===== src/pdwl_pkg.sv =====
// Constants and types shared by the peripheral-disable write-lock logic.
package pdwl_pkg;

  // ==========================================================================
  // Register layout
  // ==========================================================================
  localparam int          PD_COUNT      = 4;              // Peripheral-disable registers.
  localparam int          PD_SEL_W      = 2;              // Width of the register select.
  localparam int          DATA_W        = 32;             // Word width of every register.
  localparam int          LOCK_BIT      = 12;             // Lock bit in system_config_reg.
  localparam int          ONE_SHOT_BIT  = 28;             // One-shot bit in config word three.
  localparam logic        LOCK_RESET    = 1'b1;           // Lock is engaged after reset.
  localparam logic [31:0] PD_RESET      = 32'h0000_0000;  // Peripheral-disable reset value.

  // ==========================================================================
  // Unlock keys (arbitrary values, not tied to any real part)
  // ==========================================================================
  localparam logic [31:0] UNLOCK_KEY1   = 32'h5a5a_c3c3;
  localparam logic [31:0] UNLOCK_KEY2   = 32'ha5a5_3c3c;

  // ==========================================================================
  // Unlock sequence states
  // ==========================================================================
  typedef enum logic [1:0] {
    PDWL_LOCKED   = 2'b00,
    PDWL_KEY1_OK  = 2'b01,
    PDWL_UNLOCKED = 2'b10
  } pdwl_unlock_state_t;

endpackage


===== src/pdwl_top.sv =====
// Write lock guarding the peripheral-disable registers, with one-shot option.
`timescale 1ns/1ps
`default_nettype none

// Summary of operation
// Peripheral-disable writes rejected while lock set.
// Rejected writes complete silently, contents unchanged.
// Lock bit twelve of config: set blocks.
// Lock bit changes only after unlock sequence.
// One-shot setting: lock cannot clear once software sets it.
// One-shot lock held: no unlock, writes blocked.
// Only reset clears a one-shot latched lock.
// Reset restores lock and re-arms one-shot latch.
module pdwl_top
(
  // Clock and reset
  input  wire logic                                  clk,
  input  wire logic                                  reset,
  // Device configuration word three, sampled while reset is held
  input  wire logic [31:0]                           device_config_word_three,
  // Unlock key writes
  input  wire logic                                  key_wr,
  input  wire logic [31:0]                           key_data,
  // System configuration register writes
  input  wire logic                                  cfg_wr,
  input  wire logic [31:0]                           cfg_wdata,
  // Peripheral-disable register writes
  input  wire logic                                  pd_wr,
  input  wire logic [pdwl_pkg::PD_SEL_W-1:0]         pd_sel,
  input  wire logic [31:0]                           pd_wdata,
  // Register contents and status
  output logic [pdwl_pkg::PD_COUNT-1:0][31:0]        peripheral_disable_regs,
  output logic                                       disable_write_lock,
  output logic                                       lock_frozen,
  output logic                                       unlocked,
  output logic                                       wr_done
);

  // ==========================================================================
  // Declarations
  // ==========================================================================
  logic                                     lock_reg;
  logic                                     lock_next;
  logic                                     latched_reg;
  logic                                     latched_next;
  logic                                     one_shot_reg;
  logic                                     frozen;
  logic                                     frozen_reg;
  logic                                     frozen_next;
  logic                                     lock_change_ok;
  logic                                     wr_done_reg;
  logic                                     wr_done_next;
  logic [pdwl_pkg::PD_COUNT-1:0][31:0]      pd_regs_reg;
  logic [pdwl_pkg::PD_COUNT-1:0][31:0]      pd_regs_next;

  // ==========================================================================
  // Unlock sequence
  // ==========================================================================
  // The detector is held shut while the one-shot lock is frozen.
  pdwl_unlock_seq u_unlock
  (
    .clk      (clk),
    .reset    (reset),
    .key_wr   (key_wr),
    .key_data (key_data),
    .inhibit  (frozen),
    .unlocked (unlocked)
  );

  // ==========================================================================
  // Lock bit and one-shot latch
  // ==========================================================================
  // Frozen once the one-shot setting is on and software has set the lock.
  // The flag is a flop fed from the next values, so the status pin is glitch
  // free yet rises in the same cycle as the lock and latch bits.
  assign frozen = frozen_reg;

  // The same-cycle frozen check closes the one cycle in which the detector
  // still reports an open session after the latch takes hold.
  always_comb
  begin
    lock_change_ok = cfg_wr & unlocked & ~frozen;
    lock_next      = lock_reg;
    latched_next   = latched_reg;
    if (lock_change_ok)
    begin
      lock_next    = cfg_wdata[pdwl_pkg::LOCK_BIT];
      latched_next = latched_reg | cfg_wdata[pdwl_pkg::LOCK_BIT];
    end
    frozen_next    = one_shot_reg & latched_next & lock_next;
  end

  // The one-shot strap is caught while reset is held, so a change on the
  // configuration word during operation has no effect until the next reset.
  always_ff @(posedge clk)
  begin
    if (reset)
    begin
      lock_reg     <= pdwl_pkg::LOCK_RESET;
      latched_reg  <= 1'b0;
      frozen_reg   <= 1'b0;
      one_shot_reg <= device_config_word_three[pdwl_pkg::ONE_SHOT_BIT];
    end
    else
    begin
      lock_reg     <= lock_next;
      latched_reg  <= latched_next;
      one_shot_reg <= one_shot_reg;
      frozen_reg   <= frozen_next;
    end
  end

  // ==========================================================================
  // Peripheral-disable registers
  // ==========================================================================
  genvar gi;
  generate
    for (gi = 0; gi < pdwl_pkg::PD_COUNT; gi++)
    begin : g_pd
      // A write lands only when the lock is open; otherwise it is dropped.
      always_comb
      begin
        pd_regs_next[gi] = pd_regs_reg[gi];
        if (pd_wr && !lock_reg && (pd_sel == pdwl_pkg::PD_SEL_W'(gi)))
        begin
          pd_regs_next[gi] = pd_wdata;
        end
      end

      always_ff @(posedge clk)
      begin
        if (reset)
        begin
          pd_regs_reg[gi] <= pdwl_pkg::PD_RESET;
        end
        else
        begin
          pd_regs_reg[gi] <= pd_regs_next[gi];
        end
      end
    end
  endgenerate

  // ==========================================================================
  // Write completion
  // ==========================================================================
  // Every peripheral-disable or config write completes the same way whether accepted
  // or not, so software sees no difference on the bus side.
  always_comb
  begin
    wr_done_next = pd_wr | cfg_wr;
  end

  always_ff @(posedge clk)
  begin
    if (reset)
    begin
      wr_done_reg <= 1'b0;
    end
    else
    begin
      wr_done_reg <= wr_done_next;
    end
  end

  // ==========================================================================
  // Outputs
  // ==========================================================================
  assign peripheral_disable_regs = pd_regs_reg;
  assign disable_write_lock      = lock_reg;
  assign lock_frozen             = frozen;
  assign wr_done                 = wr_done_reg;
endmodule
`default_nettype wire


===== src/pdwl_unlock_seq.sv =====
// Two-key unlock sequence detector that opens a lock-bit write session.
`timescale 1ns/1ps
`default_nettype none

module pdwl_unlock_seq
(
  // Clock and reset
  input  wire logic        clk,
  input  wire logic        reset,
  // Key writes
  input  wire logic        key_wr,
  input  wire logic [31:0] key_data,
  // Suppression from the one-shot lock
  input  wire logic        inhibit,
  // Session state
  output logic             unlocked
);

  // ==========================================================================
  // Sequence state
  // ==========================================================================
  pdwl_pkg::pdwl_unlock_state_t state_reg;
  pdwl_pkg::pdwl_unlock_state_t state_next;
  logic                         unlocked_next;

  // Any key write that breaks the pattern drops back to locked, or to PDWL_KEY1_OK
  // if it carries the first key, so a stray write cannot leave a half-open session behind.
  always_comb
  begin
    state_next = state_reg;
    if (inhibit)
    begin
      state_next = pdwl_pkg::PDWL_LOCKED;
    end
    else if (key_wr)
    begin
      case (state_reg)
        pdwl_pkg::PDWL_KEY1_OK:
          state_next = (key_data == pdwl_pkg::UNLOCK_KEY2) ? pdwl_pkg::PDWL_UNLOCKED :
                       (key_data == pdwl_pkg::UNLOCK_KEY1) ? pdwl_pkg::PDWL_KEY1_OK :
                       pdwl_pkg::PDWL_LOCKED;
        default:
          state_next = (key_data == pdwl_pkg::UNLOCK_KEY1) ? pdwl_pkg::PDWL_KEY1_OK :
                       pdwl_pkg::PDWL_LOCKED;
      endcase
    end
    unlocked_next = (state_next == pdwl_pkg::PDWL_UNLOCKED);
  end

  // The session flag is registered from the next state so it stays a flop.
  always_ff @(posedge clk)
  begin
    if (reset)
    begin
      state_reg <= pdwl_pkg::PDWL_LOCKED;
      unlocked  <= 1'b0;
    end
    else
    begin
      state_reg <= state_next;
      unlocked  <= unlocked_next;
    end
  end

endmodule
`default_nettype wire

===== config.mk =====
export PLATFORM = sky130hd
export DESIGN_NAME = pdwl_top
export DESIGN_NICKNAME = d
export VERILOG_FILES = /design/src/pdwl_pkg.sv /design/src/pdwl_top.sv /design/src/pdwl_unlock_seq.sv
export SDC_FILE = /design/constraint.sdc
export NUM_CORES = 1
export LEC_CHECK = 0
export BUFFER_PORTS_ARGS = -buffer_cell sky130_fd_sc_hd__buf_2
export CORE_ASPECT_RATIO = 0.9
export CORE_MARGIN = 5
export CORE_UTILIZATION = 48
export DETAILED_ROUTE_END_ITERATION = 16
export GPL_TIMING_DRIVEN = 0
export PLACE_DENSITY_LB_ADDON = 0.08
export SYNTH_ARGS = -nofsm -noshare
export SYNTH_HDL_FRONTEND = slang
export SYNTH_SLANG_ARGS = --single-unit
export TNS_END_PERCENT = 30

===== constraint.sdc =====
create_clock -name clk -period 5.15 [get_ports clk]
set_clock_uncertainty 0.15 [all_clocks]
set_input_delay 0.515 -clock clk [delete_from_list [all_inputs] [get_ports clk]]
set_output_delay 0.515 -clock clk [all_outputs]
set_load 0.02 [all_outputs]

=== Yosys cells after proc, flatten, opt, wreduce, memory -nomap -nowiden ===
Cells that the tools add are included.

* Bits in registers: 136
* Bits in latches: 0
* Memory bits (writable): 0
* Bits in read-only memories: 0
* Input bits: 135
* Output and inout port bits: 132
* Logic and storage cells: 39
* Memories: 0

* $add $sub $neg: 0
* Multiply operators: 0
* Div/mod/pow operators: 0
* Magnitude comparators: 0
* Equal/unequal tests: 7
* Shifts and indexed selects: 0
* Multiplexer cells: 7
* Bitwise operators: 7
* Reduce and logical (&&, ||, !) cells: 7

{| class="wikitable"
|+ Operators by type and width
! operator !! number
|-
| $eq A32 B31 Y1 const B || 1
|-
| $eq A32 B32 Y1 const B || 1
|-
| $mux W2 || 4
|-
| $eq A2 B2 Y1 const B || 3
|-
| $logic_and A1 B1 Y1 || 5
|-
| $and A1 B1 Y1 || 4
|-
| $eq A2 B1 Y1 const B || 2
|-
| $mux W1 || 3
|-
| $logic_not A2 Y1 || 1
|-
| $or A1 B1 Y1 || 2
|-
| $logic_not A1 Y1 || 1
|-
| $not A1 Y1 || 1
|}

=== Longest topological paths before layout ===
Gate-level depths: netlist (run 1).

* Depth after elaboration: 7
* Depth in mapped cells: 6
* Depth with buffers taken out: 4

=== By module ===
Synthesis (run 1) repeated with hierarchy kept, for this count alone.

* Cells, all modules: 501
* Area, all modules: 5549.1 sq um

{| class="wikitable"
|+ Modules (own cells, without submodules)
! module !! times used !! cells an instance !! area an instance (sq um) !! seq. area each (sq um)
|-
| pdwl_top || 1 || 468 || 5250.0 || 2672.6
|-
| pdwl_unlock_seq || 1 || 33 || 299.0 || 60.1
|}

=== Worst setup path after synthesis (run 1) ===
OpenSTA, ideal clock, no wires.

* Path kind: input port to flip-flop
* From: in key_data[31]
* To: reg u_unlock.unlocked
* Library setup time: 0.116 ns
* Arrival: 1.670 ns
* Required time: 4.884 ns
* Path slack: 3.215 ns
* Stages on the path: 4
* Buffers on the path: 0
* Cells stage by stage: nand4b_1 > or4_1 > or4_1 > and3_1

* Longest elaborated chain between the ends: 7
* Elaborated cells between the ends (all ways): 8
* Those cells by class: eq/ne: 3; mux: 5

{| class="wikitable"
|+ Ends and longest elaborated chain
! what !! RTL line !! text
|-
| start: declaration || pdwl_top.sv:23 || <nowiki>input wire logic [31:0] key_data,</nowiki>
|-
| $eq A32 B31 Y1 || pdwl_unlock_seq.sv:40, pdwl_unlock_seq.sv:43 ||
|-
| $mux W1 || pdwl_unlock_seq.sv:40, pdwl_unlock_seq.sv:43 ||
|-
| $mux W2 || pdwl_unlock_seq.sv:39 || <nowiki>state_next = (key_data == pdwl_pkg::UNLOCK_KEY2) ? pdwl_pkg::PDWL_UNLOCKED :</nowiki>
|-
| $mux W2 * || pdwl_unlock_seq.sv:37 || <nowiki>case (state_reg)</nowiki>
|-
| $mux W2 * || pdwl_unlock_seq.sv:35 || <nowiki>else if (key_wr)</nowiki>
|-
| $mux W2 * || pdwl_unlock_seq.sv:31 || <nowiki>if (inhibit)</nowiki>
|-
| $eq A2 B2 Y1 * || pdwl_unlock_seq.sv:47 || <nowiki>unlocked_next = (state_next == pdwl_pkg::PDWL_UNLOCKED);</nowiki>
|-
| end signal: assignment || pdwl_unlock_seq.sv:61 || <nowiki>unlocked <= unlocked_next;</nowiki>
|-
| end: declaration || pdwl_unlock_seq.sv:16 || <nowiki>output logic unlocked</nowiki>
|}

Every way passes the cells marked *; elsewhere a longest branch is shown, timed or not.
A chain may end at the register's enable or synchronous reset.

=== Worst setup path in the final report (run 1) ===
* From: reg lock_reg, in the netlist disable_write_lock
* To: reg pd_regs_reg, in the netlist peripheral_disable_regs[60]

* Longest elaborated chain between the ends: 3

{| class="wikitable"
|+ Ends and longest elaborated chain
! what !! RTL line !! text
|-
| start: declaration || pdwl_top.sv:42 || <nowiki>logic lock_reg;</nowiki>
|-
| start signal: assignment || pdwl_top.sv:99 || <nowiki>lock_reg <= pdwl_pkg::LOCK_RESET;</nowiki>
|-
| start signal: assignment || pdwl_top.sv:106 || <nowiki>lock_reg <= lock_next;</nowiki>
|-
| $logic_not A1 Y1 || pdwl_top.sv:124 || <nowiki>if (pd_wr && !lock_reg && (pd_sel == pdwl_pkg::PD_SEL_W'(gi)))</nowiki>
|-
| $logic_and A1 B1 Y1 (2 in series) || pdwl_top.sv:124 ||
|-
| end signal: indexed assignment || pdwl_top.sv:134 || <nowiki>pd_regs_reg[gi] <= pdwl_pkg::PD_RESET;</nowiki>
|-
| end signal: indexed assignment || pdwl_top.sv:138 || <nowiki>pd_regs_reg[gi] <= pd_regs_next[gi];</nowiki>
|-
| end: declaration || pdwl_top.sv:53 || <nowiki>logic [pdwl_pkg::PD_COUNT-1:0][31:0] pd_regs_reg;</nowiki>
|}

No other way between the ends.

==> flow_summary.yaml, run 1 <==
worst_setup_path:
  crit_path_end_kind: "flop"
  reg2regPathDepth: 6
  crit_type: "reg2reg"
  cp.required_ns: 5.44
  cp-start-kind: "flop"
  rr_startpoint: "disable_write_lock"
  timing.rr.end: "peripheral_disable_regs[60]"
  crit_fanout: 10
  r2r_slack_ns: 3.11
  cp.arrival_ns: 2.32
logic_synthesis:
  synthMuxAreaShare: 0
  synth_xor_area_frac: 0
  synth_top_area_cell: "dfxtp_1"
  yosysSeqAreaShare: 0.5651
  yosysTopAreaCellShare: 0.5589
  synth_warnings: 0
  synthCells: 613
  synth_top_family_by_area: "simple AND/OR/NAND/NOR gates"
  yosysUniqueCellTypes: 26
  syn_area_per_cell_um2: 7.889
  syn-num-nets: 748
  synth_compound_area_frac: 0.1366
  yosys.area_share.simple: 0.2624
  synth_area_leaders: "dfxtp_1 56%, nand2_1 20%, a21oi_1 13%, clkbuf_1 2.7%, nor4b_1 0.91%"
  synth_seq_cells: 136
  synth.cell_area_mm2: 0.004836
  synthAdderAreaFrac: 0
sta:
  hold_violations: 0
  maxSlewViolCount: 0
  max_freq_mhz: 491.0
  setup_tns_ns: 0
  grt_setup_unrepaired: "false"
  fin_crit_ns: 2.037
  maxSlewHeadroom: 0.6032
  timing.final.ws_setup_ns: 3.113
  tightest_slew_ns: 0.5953
  finalSetupViolations: 0
  hold_ws_ns: 0.03490
  fin_crit_sh: 0.3955
detailed_routing:
  viasPerCell: 5.130
  first_iter_violations: 263
  drtPass1Iterations: 5
  antenna_left: 0
  drc: 0
  postRouteWirelength_mm: 15.47
  vias: 5002
  detail_route.wl_per_cell_um: 15.87
clock_network:
  clk_pin_slew_worst_paths_ns: 0.06
  cts.root.buffer_cell: "clkbuf_8"
  cts_resized: 0
  clock_sinks: 136
  cts_tree: "done"
  cts_made_buffers: 17
  clock_latency_ns: 0.51
  cts_setup_buffers: 0
  hold_buffers: 0
  cts_max_level: 4
  clockBufferDepth: 2
placement:
  place.gp.congestion: 0.8196
  post_dp_cell_area_mm2: 0.006015
  placed_cells: 943
  io_buffer_count: 204
  hpwl_mm: 11.50
  pre_cts_slack_ns: 2.898
flow_run:
  max_cap_violations: 0
die:
  die_x_um: 115.8
  start_util: 0.4964
  rows: 34
  die_area_mm2: 0.01218
  core_area_mm2: 0.009742
  dieHeight_um: 105.2
  num_io_pins: 267
grt:
  antenna_found_initial: 0
  grt_usage: 0.2521
  grt.overflow.total: 0
  grt_pass1_wl_mm: 24.26
  grt_pass1_vias: 4874
  grt_max_degree: 17
power_and_ir_drop:
  p_leak_nw: 2.803
  p_sw_uw: 490.5
  power_density_mw_per_mm2: 347.3
  power_mw: 2.287
  p_seq_frac: 0.461
  p_clk_frac: 0.506
  ir_worst_vdd_v: 0.0002311
  p_int_mw: 1.796
  netSwitchingFraction: 0.2145
  comb_power_share: 0.033
layout:
  mostFrequentLayoutCells: "259 x nand2_1, 211 x buf_2, 135 x dfxtp_1"
  fin_cells: 975
  largest_reg_flops: 128
  antenna_cells: 0
  drive_above_1_share: 0.2862
  final_cell_area_mm2: 0.006585
  final_common_cell: "nand2_1"
  nNetsFinal: 971
  fillers: 838
  fin_util: 0.6760
  areaGrowthSynthToFinish_pct: 36.17
worst_hold_path:
  hp-start: "device_config_word_three[28]"
  hold_class: "in2reg"
  min_path_cells: 1
  worst_hold_path.endpoint: "one_shot_reg"
status:
  status: "finished, final reports clean"
power groups by stage:
stage / logic (mW) / clock network, mW / registers, mW
6_report: 0.0755 / 1.16 / 1.06
5_1_grt: 0.0813 / 1.23 / 1.05
4_1_cts: 0.0749 / 1.17 / 1.06
3_5_place_dp: 0.0741 / 0 / 1.08
3_3_place_gp: 0.0722 / 0 / 1.08
2_1_floorplan: 0.0209 / 0 / 1.08
critical path: stages (launching register included):
cell      delay [ns]
dfxtp_1         0.33
nor3b_1         0.51
and2_1          0.22
clkbuf_1        0.25
buf_2           0.29
nand2_1         0.09
a21oi_1         0.12
layer usage:
layer | GRT usage | wire length [µm]
met5 | 0 | 0
met4 | 0.07705 | 175
met3 | 0.08424 | 1467
met2 | 0.4219 | 7442
met1 | 0.3066 | 6385
kinds of logic (layout without fill, tap and decap cells):
family          count (synthesis)  in the layout
compound gates                131            131
simple gates                  302            302
flops                         136            136
buf+inv                        44            280
cells in the mapped netlist:
| master | count |
|---|---|
| nor2b_1 | 1 |
| and3_1 | 1 |
| nor4b_1 | 5 |
| or4bb_1 | 2 |
| nand2_1 | 259 |
| nor4_1 | 2 |
| nand4_1 | 3 |
| buf_2 | 7 |
| inv_2 | 1 |
| or4_1 | 4 |
| nor3b_1 | 1 |
| edfxtp_1 | 1 |
| nand4b_1 | 2 |
| a41o_1 | 1 |
| nor2_1 | 8 |
| dfxtp_1 | 135 |
| and2_1 | 2 |
| clkbuf_1 | 35 |
| or2_1 | 1 |
| clkinv_1 | 1 |
| or3b_2 | 1 |
| nand3_1 | 2 |
| nor4bb_1 | 3 |
| a21oi_1 | 130 |
| nand2b_1 | 3 |
| nand3b_1 | 2 |
worst max path at each step:
stage | startpoint | to | slack, ns
after floorplan | key_data[31] | u_unlock.unlocked | 3.21
after global placement | pd_wr | peripheral_disable_regs[9] | 3.00
after detailed placement | pd_wr | peripheral_disable_regs[35] | 2.90
after CTS | disable_write_lock | peripheral_disable_regs[57] | 3.14
after global routing | disable_write_lock | peripheral_disable_regs[50] | 3.01
final | disable_write_lock | peripheral_disable_regs[60] | 3.11
layout make-up:
cell class | instances | area (µm²) | share of cell area
tap | 126 | 157.7 | 0.02394
inverter | 2 | 7.507 | 0.001140
clock inverter | 11 | 121.4 | 0.01843
multi-input combinational | 433 | 1929 | 0.2930
sequential | 136 | 2733 | 0.4150
buffer | 42 | 166.4 | 0.02527
clock buffer | 21 | 449.2 | 0.06821
timing repair buffer | 204 | 1021 | 0.1550
No activity file was read; power rests on OpenSTA's default activity.
==> run 2, diff against run 1 <==
Settings changed: ABC_AREA set to 1, CORE_UTILIZATION 48 to 45.
Clock period 5.15 ns to 2 ns, I/O delays scaled along.
==> flow_summary.yaml, run 2 <==
logic_synthesis:
  synth_flop_cell: "dfxtp_1"
  yosysUniqueCellTypes: 18
  synthTopCellsByCount: "283 x nor2_1, 135 x dfxtp_1, 130 x o21ai_0"
  synth_compound_area_frac: 0.1286
  synth_seq_cells: 136
  yosysTopAreaCellShare: 0.5301
  syn_area_per_cell_um2: 7.454
  yosys.area_share.simple: 0.2604
  syn-num-nets: 819
  synthAdderAreaFrac: 0
  synth_area_leaders: "dfxtp_1 53%, nor2_1 21%, o21ai_0 13%, nand2_1 3.3%, buf_6 2.7%"
  synth.cell_area_mm2: 0.005099
  synth_xor_area_frac: 0
  synth_warnings: 0
  synth_top_area_cell: "dfxtp_1"
  synth_top_family_by_area: "simple AND/OR/NAND/NOR gates"
  synthMuxAreaShare: 0
  synth_enable_flop_cells: 1
  yosysSeqAreaShare: 0.5360
  synthCells: 684
  synth_most_common_cell: "nor2_1"
  ys_async_sr_fraction: 0
grt:
  grt_usage: 0.2369
  grt_pass1_vias: 5218
  grt_pass1_wl_mm: 25.49
  grt.overflow.total: 0
  antenna_found_initial: 0
  grt_max_degree: 17
layout:
  final_common_cell: "nor2_1"
  drive_above_1_share: 0.2654
  mostFrequentLayoutCells: "283 x nor2_1, 204 x buf_2, 135 x dfxtp_1"
  largest_reg_flops: 128
  nNetsFinal: 1081
  fin_cells: 1109
  final_cell_area_mm2: 0.007282
  areaGrowthSynthToFinish_pct: 42.82
  fin_util: 0.6653
  antenna_cells: 0
power_and_ir_drop:
  p_int_mw: 4.825
  p_sw_mw: 1.271
  power_mw: 6.096
  comb_power_share: 0.053
  p_seq_frac: 0.446
  ir_worst_vdd_v: 0.0006152
  netSwitchingFraction: 0.2085
  p_leak_nw: 3.446
  p_clk_frac: 0.501
  power_density_mw_per_mm2: 837.1
clock_network:
  cts_made_buffers: 17
  cts_resized: 0
  clk_pin_slew_worst_paths_ns: 0.06
  cts_tree: "done"
  clock_sinks: 136
  clockBufferDepth: 2
  clock_latency_ns: 0.40
  cts.root.buffer_cell: "clkbuf_16"
  cts_max_level: 4
sta:
  fin_crit_ns: 1.710
  finalSetupViolations: 0
  fin_crit_sh: 0.8552
  tightest_slew_ns: 0.4663
  setup_tns_ns: 0
  max_freq_mhz: 584.6
  hold_violations: 0
  grt_setup_unrepaired: "false"
  maxSlewViolCount: 0
  maxSlewHeadroom: 0.6891
die:
  dieHeight_um: 111.0
  die_area_mm2: 0.01356
  die_x_um: 122.2
  start_util: 0.4658
  core_area_mm2: 0.01095
  rows: 36
  num_io_pins: 267
detailed_routing:
  drc: 0
  vias: 5280
  viasPerCell: 4.761
  drtPass1Iterations: 4
  first_iter_violations: 355
  postRouteWirelength_mm: 15.96
  detail_route.wl_per_cell_um: 14.39
  antenna_left: 0
status:
  status: "finished, final reports clean"
placement:
  place.gp.congestion: 0.8232
  placed_cells: 1040
  post_dp_cell_area_mm2: 0.006310
  io_buffer_count: 204
  hpwl_mm: 11.73
worst_setup_path:
  cp.arrival_ns: 1.90
  cp-start-kind: "primary input"
  crit_type: "in2reg"
  crit_path_end_kind: "flop"
  crit_fanout: 10
  cp.required_ns: 2.19
flow_run:
  max_cap_violations: 0
worst_hold_path:
  hold_class: "in2reg"
run 2: cell types whose count changed after synthesis, moves of 4 or more:
cell      previous run  this run
nor2_1               8       283
nand2_1            259        45
o21ai_0              0       130
a21oi_1            130         1
inv_1                0        34
buf_6                0        12
clkbuf_1            35        24
buf_2                7         0
nor4b_1              5         0
inv_2                1         5
nand3_2              0         4
or4_1                4         0
run 2: layer usage:
| layer | global-route usage | routed length (µm) | up-vias |
|---|---|---|---|
| met5 | 0 | 0 | - |
| li1 | - | - | 2670 |
| met2 | 0.3894 | 7705 | 188 |
| met3 | 0.06684 | 1225 | 22 |
| met1 | 0.2937 | 6711 | 2400 |
| met4 | 0.08806 | 314 | 0 |
run 2: cell families after synthesis:
kind of cell / after synthesis
buffers and inverters: 77
and+or+nand+nor: 340
DFF: 136
AOI/OAI and AO/OA: 131
run 2: worst paths after layout:
| check | from | end | slack (ns) | cells after the start |
|---|---|---|---|---|
| setup / recovery | reset | peripheral_disable_regs[101] | 0.29 | 7 |
| hold / removal | pd_sel[1] | peripheral_disable_regs[95] | 0.11 | 4 |
| setup reg to reg | disable_write_lock | peripheral_disable_regs[110] | 0.44 | 5 |
| hold reg to reg | peripheral_disable_regs[99] | peripheral_disable_regs[99] | 0.33 | 2 |
run 2: cell type report:
class / instances / area (µm²)
clock inverters: 7 / 92.59
inverters: 39 / 146.4
clock buffers: 23 / 489.2
flip-flops and latches: 136 / 2733
plain buffers: 38 / 236.5
well taps: 152 / 190.2
multi-input cells: 471 / 1983
repair buffers: 243 / 1411
fillers: 998 / 3664
run 2: through the flow:
| step | setup slack, ns | hold WS [ns] |
|---|---|---|
| 6_report | 0.2896 | 0.1081 |
| 4_1_cts | 0.09955 | 0.1037 |
| 3_5_place_dp | 0.4089 | 0.2305 |
| 3_3_place_gp | 0.4498 | 0.2266 |
| 2_1_floorplan | 0.6806 | 0.1215 |
| 5_1_grt | 0.1046 | 0.1387 |
run 2: power groups by stage:
stage	sequential, mW	clock (mW)	combinational [mW]
floorplan	2.78	0	0.114
global placement	2.78	0	0.253
detailed placement	2.78	0	0.261
CTS	2.72	3.08	0.322
global route	2.72	3.22	0.365
finish	2.72	3.05	0.323
run 2: worst max-delay path, cell delays in order:
cell and delay, ns:
dlygate4sd3_1 0.53, buf_2 0.16, inv_1 0.13, buf_4 0.19, clkbuf_1 0.39, o21ai_0 0.15, nor2_1 0.13
run 2: what timing repair did:
| item | 4_1_cts | 5_1_grt |
|---|---|---|
| hold buffers | 40 | 0 |
| buffers inserted | 0 | 0 |
| setup endpoints to repair | 0 | 1 |
| endpoints found under the hold margin | 132 | 0 |
